<file path="src/common/ocd_pkg.sv">
package ocd_pkg;
   // ==========================================================
   // Register offsets.
   localparam logic [6:0] ADDR_RSVD_A = 7'h43;
   localparam logic [6:0] ADDR_OC_STATUS = 7'h45;
   localparam logic [6:0] ADDR_HP_PROT = 7'h4d;
   localparam logic [6:0] ADDR_RSVD_B = 7'h4e;
   localparam logic [6:0] ADDR_TUNE_ONE = 7'h77;
   // ==========================================================
   // Field positions.
   localparam int OC_RCV_BIT = 7;
   localparam int OC_HP_BIT = 6;
   localparam int OC_SPK_BIT = 5;
   localparam int PROT_EN_BIT = 0;
   localparam int PERIOD_MSB = 7;
   localparam int PERIOD_LSB = 6;
   localparam int HIGH_MSB = 5;
   localparam int HIGH_LSB = 2;
   localparam int SCALE_BIT = 1;
   localparam int AUTO_BIT = 0;
   // ==========================================================
   // Reset values and field codes.
   localparam logic [7:0] RST_HP_PROT = 8'h00;
   localparam logic [7:0] RST_TUNE_ONE = 8'h94;
   localparam logic [7:0] RSVD_VALUE = 8'h00;
   localparam logic [1:0] PERIOD_OFF = 2'h0;
   localparam logic [1:0] PERIOD_SHORT = 2'h1;
   localparam logic [1:0] PERIOD_MID = 2'h2;
   localparam logic [1:0] PERIOD_LONG = 2'h3;
   // ==========================================================
   // Timing in low-frequency oscillator cycles.
   localparam int CYC_PERIOD_SHORT = 144;
   localparam int CYC_PERIOD_MID = 288;
   localparam int CYC_PERIOD_LONG = 4608;
   localparam int SCALE_LOW = 1;
   localparam int SCALE_HIGH = 8;
   // ==========================================================
   // Serial frame layout.
   localparam int FRAME_BITS = 16;
   localparam int HEAD_BITS = 8;
   // ==========================================================
   // Pulse generator states.
   typedef enum logic [2:0] {
      PG_IDLE = 3'b001,
      PG_HIGH = 3'b010,
      PG_LOW = 3'b100
   } ocd_pulse_state_type;
endpackage

</file>
<file path="src/ocd_serial_port.sv">
`timescale 1ns/1ns
module ocd_serial_port (
   // Clock and reset.
   input wire logic clk_in,
   input wire logic rst_n_in,
   // Serial pins.
   input wire logic sclk_in,
   input wire logic ss_n_in,
   input wire logic mosi_in,
   output logic miso_out,
   // Register side.
   output logic [6:0] addr_out,
   output logic wr_out,
   output logic [7:0] wdata_out,
   input wire logic [7:0] rdata_in
);
   logic sclk_q, sclk_d;
   logic [15:0] rx_q, rx_d;
   logic [4:0] cnt_q, cnt_d;
   logic [7:0] tx_q, tx_d;
   logic miso_q, miso_d;
   logic wr_q, wr_d;
   logic rise, fall;

   localparam int HEAD_BITS_ADDR_MSB = ocd_pkg::HEAD_BITS - 1;
   localparam int FRAME_ADDR_LSB = ocd_pkg::FRAME_BITS - ocd_pkg::HEAD_BITS + 1;

   assign rise = sclk_in & ~sclk_q;
   assign fall = ~sclk_in & sclk_q;
   // Mid-frame the header fills the low byte; a full frame has pushed it to the top.
   assign addr_out = (cnt_q == 5'(ocd_pkg::FRAME_BITS)) ? rx_q[15:FRAME_ADDR_LSB]
      : rx_q[HEAD_BITS_ADDR_MSB:1];
   assign wdata_out = rx_q[7:0];
   assign wr_out = wr_q;
   assign miso_out = miso_q;

   always_comb begin
      sclk_d = sclk_in;
      rx_d = rx_q;
      cnt_d = cnt_q;
      tx_d = tx_q;
      miso_d = miso_q;
      wr_d = 1'b0;
      if (ss_n_in) begin
         cnt_d = 5'h00;
         miso_d = 1'b0;
      end else if (rise && cnt_q < 5'(ocd_pkg::FRAME_BITS)) begin
         rx_d = {rx_q[14:0], mosi_in};
         cnt_d = cnt_q + 5'h01;
         // A write needs the read/write bit low; a read frame only shifts.
         // After fifteen shifts that bit sits just above the seven data bits.
         if (cnt_q == 5'(ocd_pkg::FRAME_BITS - 1) && !rx_q[HEAD_BITS_ADDR_MSB]) begin
            wr_d = 1'b1;
         end
      end else if (fall && cnt_q == 5'(ocd_pkg::HEAD_BITS) && rx_q[0]) begin
         miso_d = rdata_in[7];
         tx_d = {rdata_in[6:0], 1'b0};
      end else if (fall && cnt_q > 5'(ocd_pkg::HEAD_BITS)) begin
         miso_d = tx_q[7];
         tx_d = {tx_q[6:0], 1'b0};
      end
   end

   always_ff @(posedge clk_in) begin
      if (!rst_n_in) begin
         sclk_q <= 1'b0;
         rx_q <= 16'h0000;
         cnt_q <= 5'h00;
         tx_q <= 8'h00;
         miso_q <= 1'b0;
         wr_q <= 1'b0;
      end else begin
         sclk_q <= sclk_d;
         rx_q <= rx_d;
         cnt_q <= cnt_d;
         tx_q <= tx_d;
         miso_q <= miso_d;
         wr_q <= wr_d;
      end
   end
endmodule

</file>
<file path="src/ocd_top.sv">
`timescale 1ns/1ns
// How it works
// - Receiver overcurrent sets status bit 7.
// - Headphone overcurrent sets sticky status bit 6.
// - Speaker overcurrent sets sticky status bit 5.
// - Headphone protection armed only by bit 0.
// - Period code 0 off, else 144/288/4608.
// - Pulse high for N times scale cycles.
// - Scale bit selects multiplier one or eight.
// - Tuning resets to period 2, N 5, scale 0.
// - Reserved locations read zero, writes ignored.
// - Insertion auto-config forces long period, scale eight.
module ocd_top #(
   parameter int PERIOD_SHORT_CYC = ocd_pkg::CYC_PERIOD_SHORT,
   parameter int PERIOD_MID_CYC = ocd_pkg::CYC_PERIOD_MID,
   parameter int PERIOD_LONG_CYC = ocd_pkg::CYC_PERIOD_LONG
) (
   // Clock and reset.
   input wire logic MCLK_IN,
   input wire logic RST_N_IN,
   // Serial control port.
   input wire logic SCLK_IN,
   input wire logic SS_N_IN,
   input wire logic MOSI_IN,
   output logic MISO_OUT,
   // Analog sense inputs.
   input wire logic RCV_OC_IN,
   input wire logic HP_OC_IN,
   input wire logic SPK_OC_IN,
   input wire logic MIC_INSERT_IN,
   input wire logic LOW_FREQ_OSC_CLOCK_IN,
   // Driver controls.
   output logic HP_OC_PROTECT_EN_OUT,
   output logic HP_OC_SHUTDOWN_OUT,
   output logic HP_DETECT_PULSE_OUT
);
   // ==========================================================
   // Register port.
   logic [6:0] addr;
   logic wr;
   logic [7:0] wdata;
   logic [7:0] rdata;

   ocd_serial_port u_port (
      .clk_in(MCLK_IN),
      .rst_n_in(RST_N_IN),
      .sclk_in(SCLK_IN),
      .ss_n_in(SS_N_IN),
      .mosi_in(MOSI_IN),
      .miso_out(MISO_OUT),
      .addr_out(addr),
      .wr_out(wr),
      .wdata_out(wdata),
      .rdata_in(rdata)
   );

   // ==========================================================
   // Registers and flags.
   logic [7:0] oc_q, oc_d;
   logic [7:0] prot_q, prot_d;
   logic [7:0] tune_q, tune_d;
   logic ins_q, ins_d;
   logic shut_q, shut_d;

   always_comb begin
      // Sticky flags: once set only reset clears them.
      oc_d = oc_q;
      if (RCV_OC_IN) oc_d[ocd_pkg::OC_RCV_BIT] = 1'b1;
      if (HP_OC_IN) oc_d[ocd_pkg::OC_HP_BIT] = 1'b1;
      if (SPK_OC_IN) oc_d[ocd_pkg::OC_SPK_BIT] = 1'b1;
      prot_d = prot_q;
      tune_d = tune_q;
      ins_d = MIC_INSERT_IN;
      if (wr && addr == ocd_pkg::ADDR_HP_PROT) begin
         // Only the enable bit is writable; the rest stays zero.
         prot_d = ocd_pkg::RSVD_VALUE;
         prot_d[ocd_pkg::PROT_EN_BIT] = wdata[ocd_pkg::PROT_EN_BIT];
      end
      if (wr && addr == ocd_pkg::ADDR_TUNE_ONE) begin
         tune_d = wdata;
      end
      // Insertion wins over a same-cycle write, so the forced setup is never lost.
      if (MIC_INSERT_IN && !ins_q && !tune_q[ocd_pkg::AUTO_BIT]) begin
         tune_d[ocd_pkg::PERIOD_MSB:ocd_pkg::PERIOD_LSB] = ocd_pkg::PERIOD_LONG;
         tune_d[ocd_pkg::SCALE_BIT] = 1'b1;
      end
      shut_d = prot_q[ocd_pkg::PROT_EN_BIT] & oc_q[ocd_pkg::OC_HP_BIT];
   end

   always_ff @(posedge MCLK_IN) begin
      if (!RST_N_IN) begin
         oc_q <= 8'h00;
         prot_q <= ocd_pkg::RST_HP_PROT;
         tune_q <= ocd_pkg::RST_TUNE_ONE;
         ins_q <= 1'b0;
         shut_q <= 1'b0;
      end else begin
         oc_q <= oc_d;
         prot_q <= prot_d;
         tune_q <= tune_d;
         ins_q <= ins_d;
         shut_q <= shut_d;
      end
   end

   assign HP_OC_PROTECT_EN_OUT = prot_q[ocd_pkg::PROT_EN_BIT];
   assign HP_OC_SHUTDOWN_OUT = shut_q;

   always_comb begin
      case (addr)
         ocd_pkg::ADDR_OC_STATUS: rdata = oc_q;
         ocd_pkg::ADDR_HP_PROT: rdata = prot_q;
         ocd_pkg::ADDR_TUNE_ONE: rdata = tune_q;
         default: rdata = ocd_pkg::RSVD_VALUE;
      endcase
   end

   // ==========================================================
   // Detection pulse generator.
   // The oscillator clock is sampled; it must run well below the main clock.
   logic lf_q, lf_d;
   logic [12:0] cnt_q, cnt_d;
   logic pulse_q, pulse_d;
   ocd_pkg::ocd_pulse_state_type st_q, st_d;
   logic [12:0] period_cyc;
   logic [12:0] high_cyc;
   logic [1:0] period_code;
   logic lf_edge;
   logic run;

   assign period_code = tune_q[ocd_pkg::PERIOD_MSB:ocd_pkg::PERIOD_LSB];
   assign lf_edge = LOW_FREQ_OSC_CLOCK_IN & ~lf_q;
   assign run = MIC_INSERT_IN && period_code != ocd_pkg::PERIOD_OFF;

   always_comb begin
      case (period_code)
         ocd_pkg::PERIOD_SHORT: period_cyc = 13'(PERIOD_SHORT_CYC);
         ocd_pkg::PERIOD_MID: period_cyc = 13'(PERIOD_MID_CYC);
         ocd_pkg::PERIOD_LONG: period_cyc = 13'(PERIOD_LONG_CYC);
         default: period_cyc = 13'h0000;
      endcase
      // Code 0 is reserved; it yields no high time at all.
      if (tune_q[ocd_pkg::SCALE_BIT]) begin
         high_cyc = 13'(tune_q[ocd_pkg::HIGH_MSB:ocd_pkg::HIGH_LSB]) * 13'(ocd_pkg::SCALE_HIGH);
      end else begin
         high_cyc = 13'(tune_q[ocd_pkg::HIGH_MSB:ocd_pkg::HIGH_LSB]) * 13'(ocd_pkg::SCALE_LOW);
      end
   end

   always_comb begin
      lf_d = LOW_FREQ_OSC_CLOCK_IN;
      st_d = st_q;
      cnt_d = cnt_q;
      if (!run) begin
         st_d = ocd_pkg::PG_IDLE;
         cnt_d = 13'h0000;
      end else if (lf_edge) begin
         case (st_q)
            ocd_pkg::PG_IDLE: begin
               cnt_d = 13'h0001;
               st_d = (high_cyc != 13'h0000) ? ocd_pkg::PG_HIGH : ocd_pkg::PG_LOW;
            end
            ocd_pkg::PG_HIGH: begin
               cnt_d = cnt_q + 13'h0001;
               if (cnt_q >= high_cyc) st_d = ocd_pkg::PG_LOW;
            end
            ocd_pkg::PG_LOW: begin
               cnt_d = cnt_q + 13'h0001;
               if (cnt_q >= period_cyc) begin
                  cnt_d = 13'h0001;
                  st_d = (high_cyc != 13'h0000) ? ocd_pkg::PG_HIGH : ocd_pkg::PG_LOW;
               end
            end
            default: st_d = ocd_pkg::PG_IDLE;
         endcase
      end
      pulse_d = (st_d == ocd_pkg::PG_HIGH);
   end

   always_ff @(posedge MCLK_IN) begin
      if (!RST_N_IN) begin
         lf_q <= 1'b0;
         st_q <= ocd_pkg::PG_IDLE;
         cnt_q <= 13'h0000;
         pulse_q <= 1'b0;
      end else begin
         lf_q <= lf_d;
         st_q <= st_d;
         cnt_q <= cnt_d;
         pulse_q <= pulse_d;
      end
   end

   assign HP_DETECT_PULSE_OUT = pulse_q;
endmodule

</file>
<file path="config.mk">
export PLATFORM = sky130hd
export DESIGN_NAME = ocd_top
export DESIGN_NICKNAME = d
export VERILOG_FILES = /design/src/common/ocd_pkg.sv /design/src/ocd_serial_port.sv /design/src/ocd_top.sv
export SDC_FILE = /design/constraint.sdc
export NUM_CORES = 1
export LEC_CHECK = 0
export ABC_AREA = 1
export BUFFER_PORTS_ARGS = -buffer_cell sky130_fd_sc_hd__buf_4
export CAP_MARGIN = 20
export CORE_MARGIN = 1
export CORE_UTILIZATION = 40
export CTS_CLUSTER_DIAMETER = 40
export DETAILED_ROUTE_END_ITERATION = 16
export GPL_ROUTABILITY_DRIVEN = 0
export PLACE_DENSITY = 0.6
export SETUP_SLACK_MARGIN = 0.1
export SYNTH_ARGS = -nofsm -noshare
export SYNTH_HDL_FRONTEND = slang
export SYNTH_SLANG_ARGS = --single-unit
</file>
<file path="constraint.sdc">
create_clock -name MCLK_IN -period 2 [get_ports MCLK_IN]
set_input_delay 0.1 -clock MCLK_IN [delete_from_list [all_inputs] [get_ports MCLK_IN]]
set_output_delay 0.1 -clock MCLK_IN [all_outputs]
set_load 0.1 [all_outputs]
</file>
==> impl_metrics.json <==
{
  "antenna_found_initial": 0,
  "min_path_type": "in2reg",
  "min_from": "MOSI_IN",
  "yosys.area_share.simple_pct": 31.49,
  "die_h_um": 93.56,
  "worstSetupPathType": "reg2reg",
  "yosysUniqueCellTypes": 33,
  "cp_data_arrival_time_ns": 2.11,
  "io_buffers": 13,
  "clock-sinks": 63,
  "synth_top_family_by_area": "simple AND/OR/NAND/NOR gates",
  "row_count": 33,
  "final_common_cell": "nand2_1",
  "finClkSkew_ns": 0.007897,
  "timing.rr.end": "tune_q[3]",
  "rr_startpoint": "u_port.cnt_q[0]",
  "die-area_sq_mm": 0.008753,
  "crit_start": "u_port.cnt_q[0]",
  "grt_max_degree": 35,
  "routed_wl_um": 8266,
  "cts_tree": "yes",
  "synth_compound_area_share_pct": 14.63,
  "critPathCapture": "tune_q[3]",
  "fin_crit_ns": 1.864,
  "leakagePower_nw": 1.930,
  "r2r_slack_ns": 0.14,
  "clkLatencyLatePin_ns": 0.35,
  "cp_max_fo": 6,
  "pin_count": 14,
  "numCtsBuffers": 9,
  "wl_per_cell_um": 12.78,
  "drc_errors": 0,
  "setup_viol": 0,
  "postRouteAntennaNets": 0,
  "first_global_vias": 2867,
  "p_per_area_mw_per_mm2": 625.7,
  "htree_levels": 3,
  "overflow": 0,
  "area_growth_pct": 30.82,
  "slew_violations": 0,
  "slew_headroom_pct": 54.50,
  "fp.dieW_um": 93.56,
  "cts.clk_slew.worst_paths_ns": 0.07,
  "synth_warnings": 0,
  "finalHoldViolations": 0,
  "nNetsFinal": 565,
  "grt_pass1_wl_um": 12930,
  "postSynth.asyncResetShare_pct": 0,
  "synthXorXnorAreaFrac_pct": 1.045,
  "start_kind": "flop",
  "end_kind": "flop",
  "cts_max_path_buffers": 2,
  "first_pass_iters": 4,
  "synthAdderAreaFrac_pct": 6.716,
  "outcome": "completed",
  "ys_seq_area_share_pct": 37.61,
  "netlist_instances": 481,
  "ir_drop_uv": 388.7,
  "setup-tns-final_ns": 0,
  "place_hpwl_um": 5496,
  "crit_required_ns": 2.25,
  "synth_mux_area_share_pct": 0,
  "via_per_inst": 4.954,
  "synth_nets": 509,
  "dr.first_iter.drc_count": 90,
  "initial_core_util_pct": 41.02,
  "synth_seq_cells": 63,
  "synth_edf_count": 0,
  "post_route_cells_drive_above_1_share_pct": 27.31,
  "mostFrequentLayoutCells": "nand2_1, dfxtp_1, inv_1, nor2_1, a21oi_1",
  "track_usage_pct": 19.18,
  "vias": 3205,
  "synth_area_sq_mm": 0.003353,
  "reg2reg_depth": 14,
  "max_freq_mhz": 536.5,
  "core_sq_mm": 0.008175,
  "num_antenna_cells": 0,
  "syn_avg_cell_area_sq_um": 6.971,
  "tightest_slew_ns": 0.6800,
  "clockRootBuffer": "clkbuf_8",
  "rsz0062_at_grt": "true",
  "synth_flop_cell": "dfxtp_1",
  "fin_hold_ws_ns": 0.05106,
  "drv_cap": 0,
  "min_period_over_period_pct": 93.20
}
cell families after synthesis:
group | count (synthesis)
simple gates | 234
compound gates | 90
buf+inv | 72
flops | 63
fa+ha+maj | 18
xor+xnor | 4
Yosys cell counts (4+ instances only):
master | n | share of area, %
nand2_1 | 111 | 12
dfxtp_1 | 63 | 38
inv_1 | 58 | 6.5
nor2_1 | 56 | 6.3
a21oi_1 | 42 | 6.3
nand3_1 | 37 | 5.5
o21ai_0 | 35 | 5.2
ha_1 | 18 | 6.7
inv_2 | 5 | 0.56
nor2_4 | 5 | 1.7
nor3_1 | 5 | 0.75
a211oi_1 | 4 | 0.90
clkbuf_1 | 4 | 0.45
nand2_2 | 4 | 0.75
xor2_1 | 4 | 1.0
registers in the layout, summed over array words and instances, names as in the netlist, 3 cells and up:
name	flops
u_port.cnt_q	5
u_port.rx_q	16
tune_q	8
oc_q	3
cnt_q	13
st_q	3
u_port.tx_q	7
how the worst min path moves through the flow:
stage / to / slack [ns] / cells after the start
6_report: u_port.rx_q[0] / 0.05 / 3
5_1_grt: u_port.rx_q[0] / 0.1 / 3
4_1_cts: u_port.rx_q[0] / 0.05 / 3
3_5_place_dp: oc_q[6] / 0.29 / 3
3_3_place_gp: lf_q / 0.29 / 3
2_1_floorplan: u_port.cnt_q[2] / 0.18 / 1
metrics by stage:
step                total power (W)  instances  utilization [%]  instance area, sq um  setup WS [ns]
global placement           0.001569        604            44.48                  3636      -0.007021
floorplan                  0.001496        481                -                  3353         0.2009
global route               0.002870        647            53.66                  4387       -0.01671
finish                     0.002745        647            53.66                  4387         0.1361
detailed placement         0.001573        604            44.48                  3636       -0.09939
CTS                        0.002719        631            48.65                  3978         0.1013
routing by layer:
metal  wire, um  vias up  track usage, %
met1       3790     1453           22.85
met4        115        0           8.590
met5          0        -               0
li1           -     1690               -
met3        215        8           4.715
met2       4144       54           32.48
what timing repair did:
item / 4_1_cts / 5_1_grt
hold endpoints to repair: 7 / 0
hold buffers: 7 / 0
cloned: 2 / 2
resized for setup: 16 / 74
setup buffers: 2 / 14
setup endpoints to repair: 21 / 32
pin swaps: 5 / 32
worst max-delay path, cell delays in order (launching register included):
cell	delay, ns
dfxtp_2	0.33
inv_2	0.08
ha_4	0.15
inv_4	0.05
nor2_4	0.22
nand3_2	0.12
nand2_2	0.08
nand2_2	0.07
nor2_4	0.14
nand2_4	0.09
inv_8	0.09
nand2_8	0.06
buf_6	0.14
o21ai_2	0.09
a21oi_1	0.05
cell type report:
type                       count  area (sq um)
fill                         772          3789
clock buffer                  11         141.4
inverter                      65         264.0
clock inverter                 5         57.56
tap                          105         131.4
multi-input combinational    350          2116
timing repair buffer          48         401.6
sequential                    63          1275
power by group:
group | internal (W) | total (W) | switching, W
Clock | 0.000610 | 0.00112 | 0.000515
Combinational | 0.000116 | 0.000296 | 0.000180
Sequential | 0.00129 | 0.00132 | 0.0000338
Note: power is estimated with default switching activity, not from simulation.
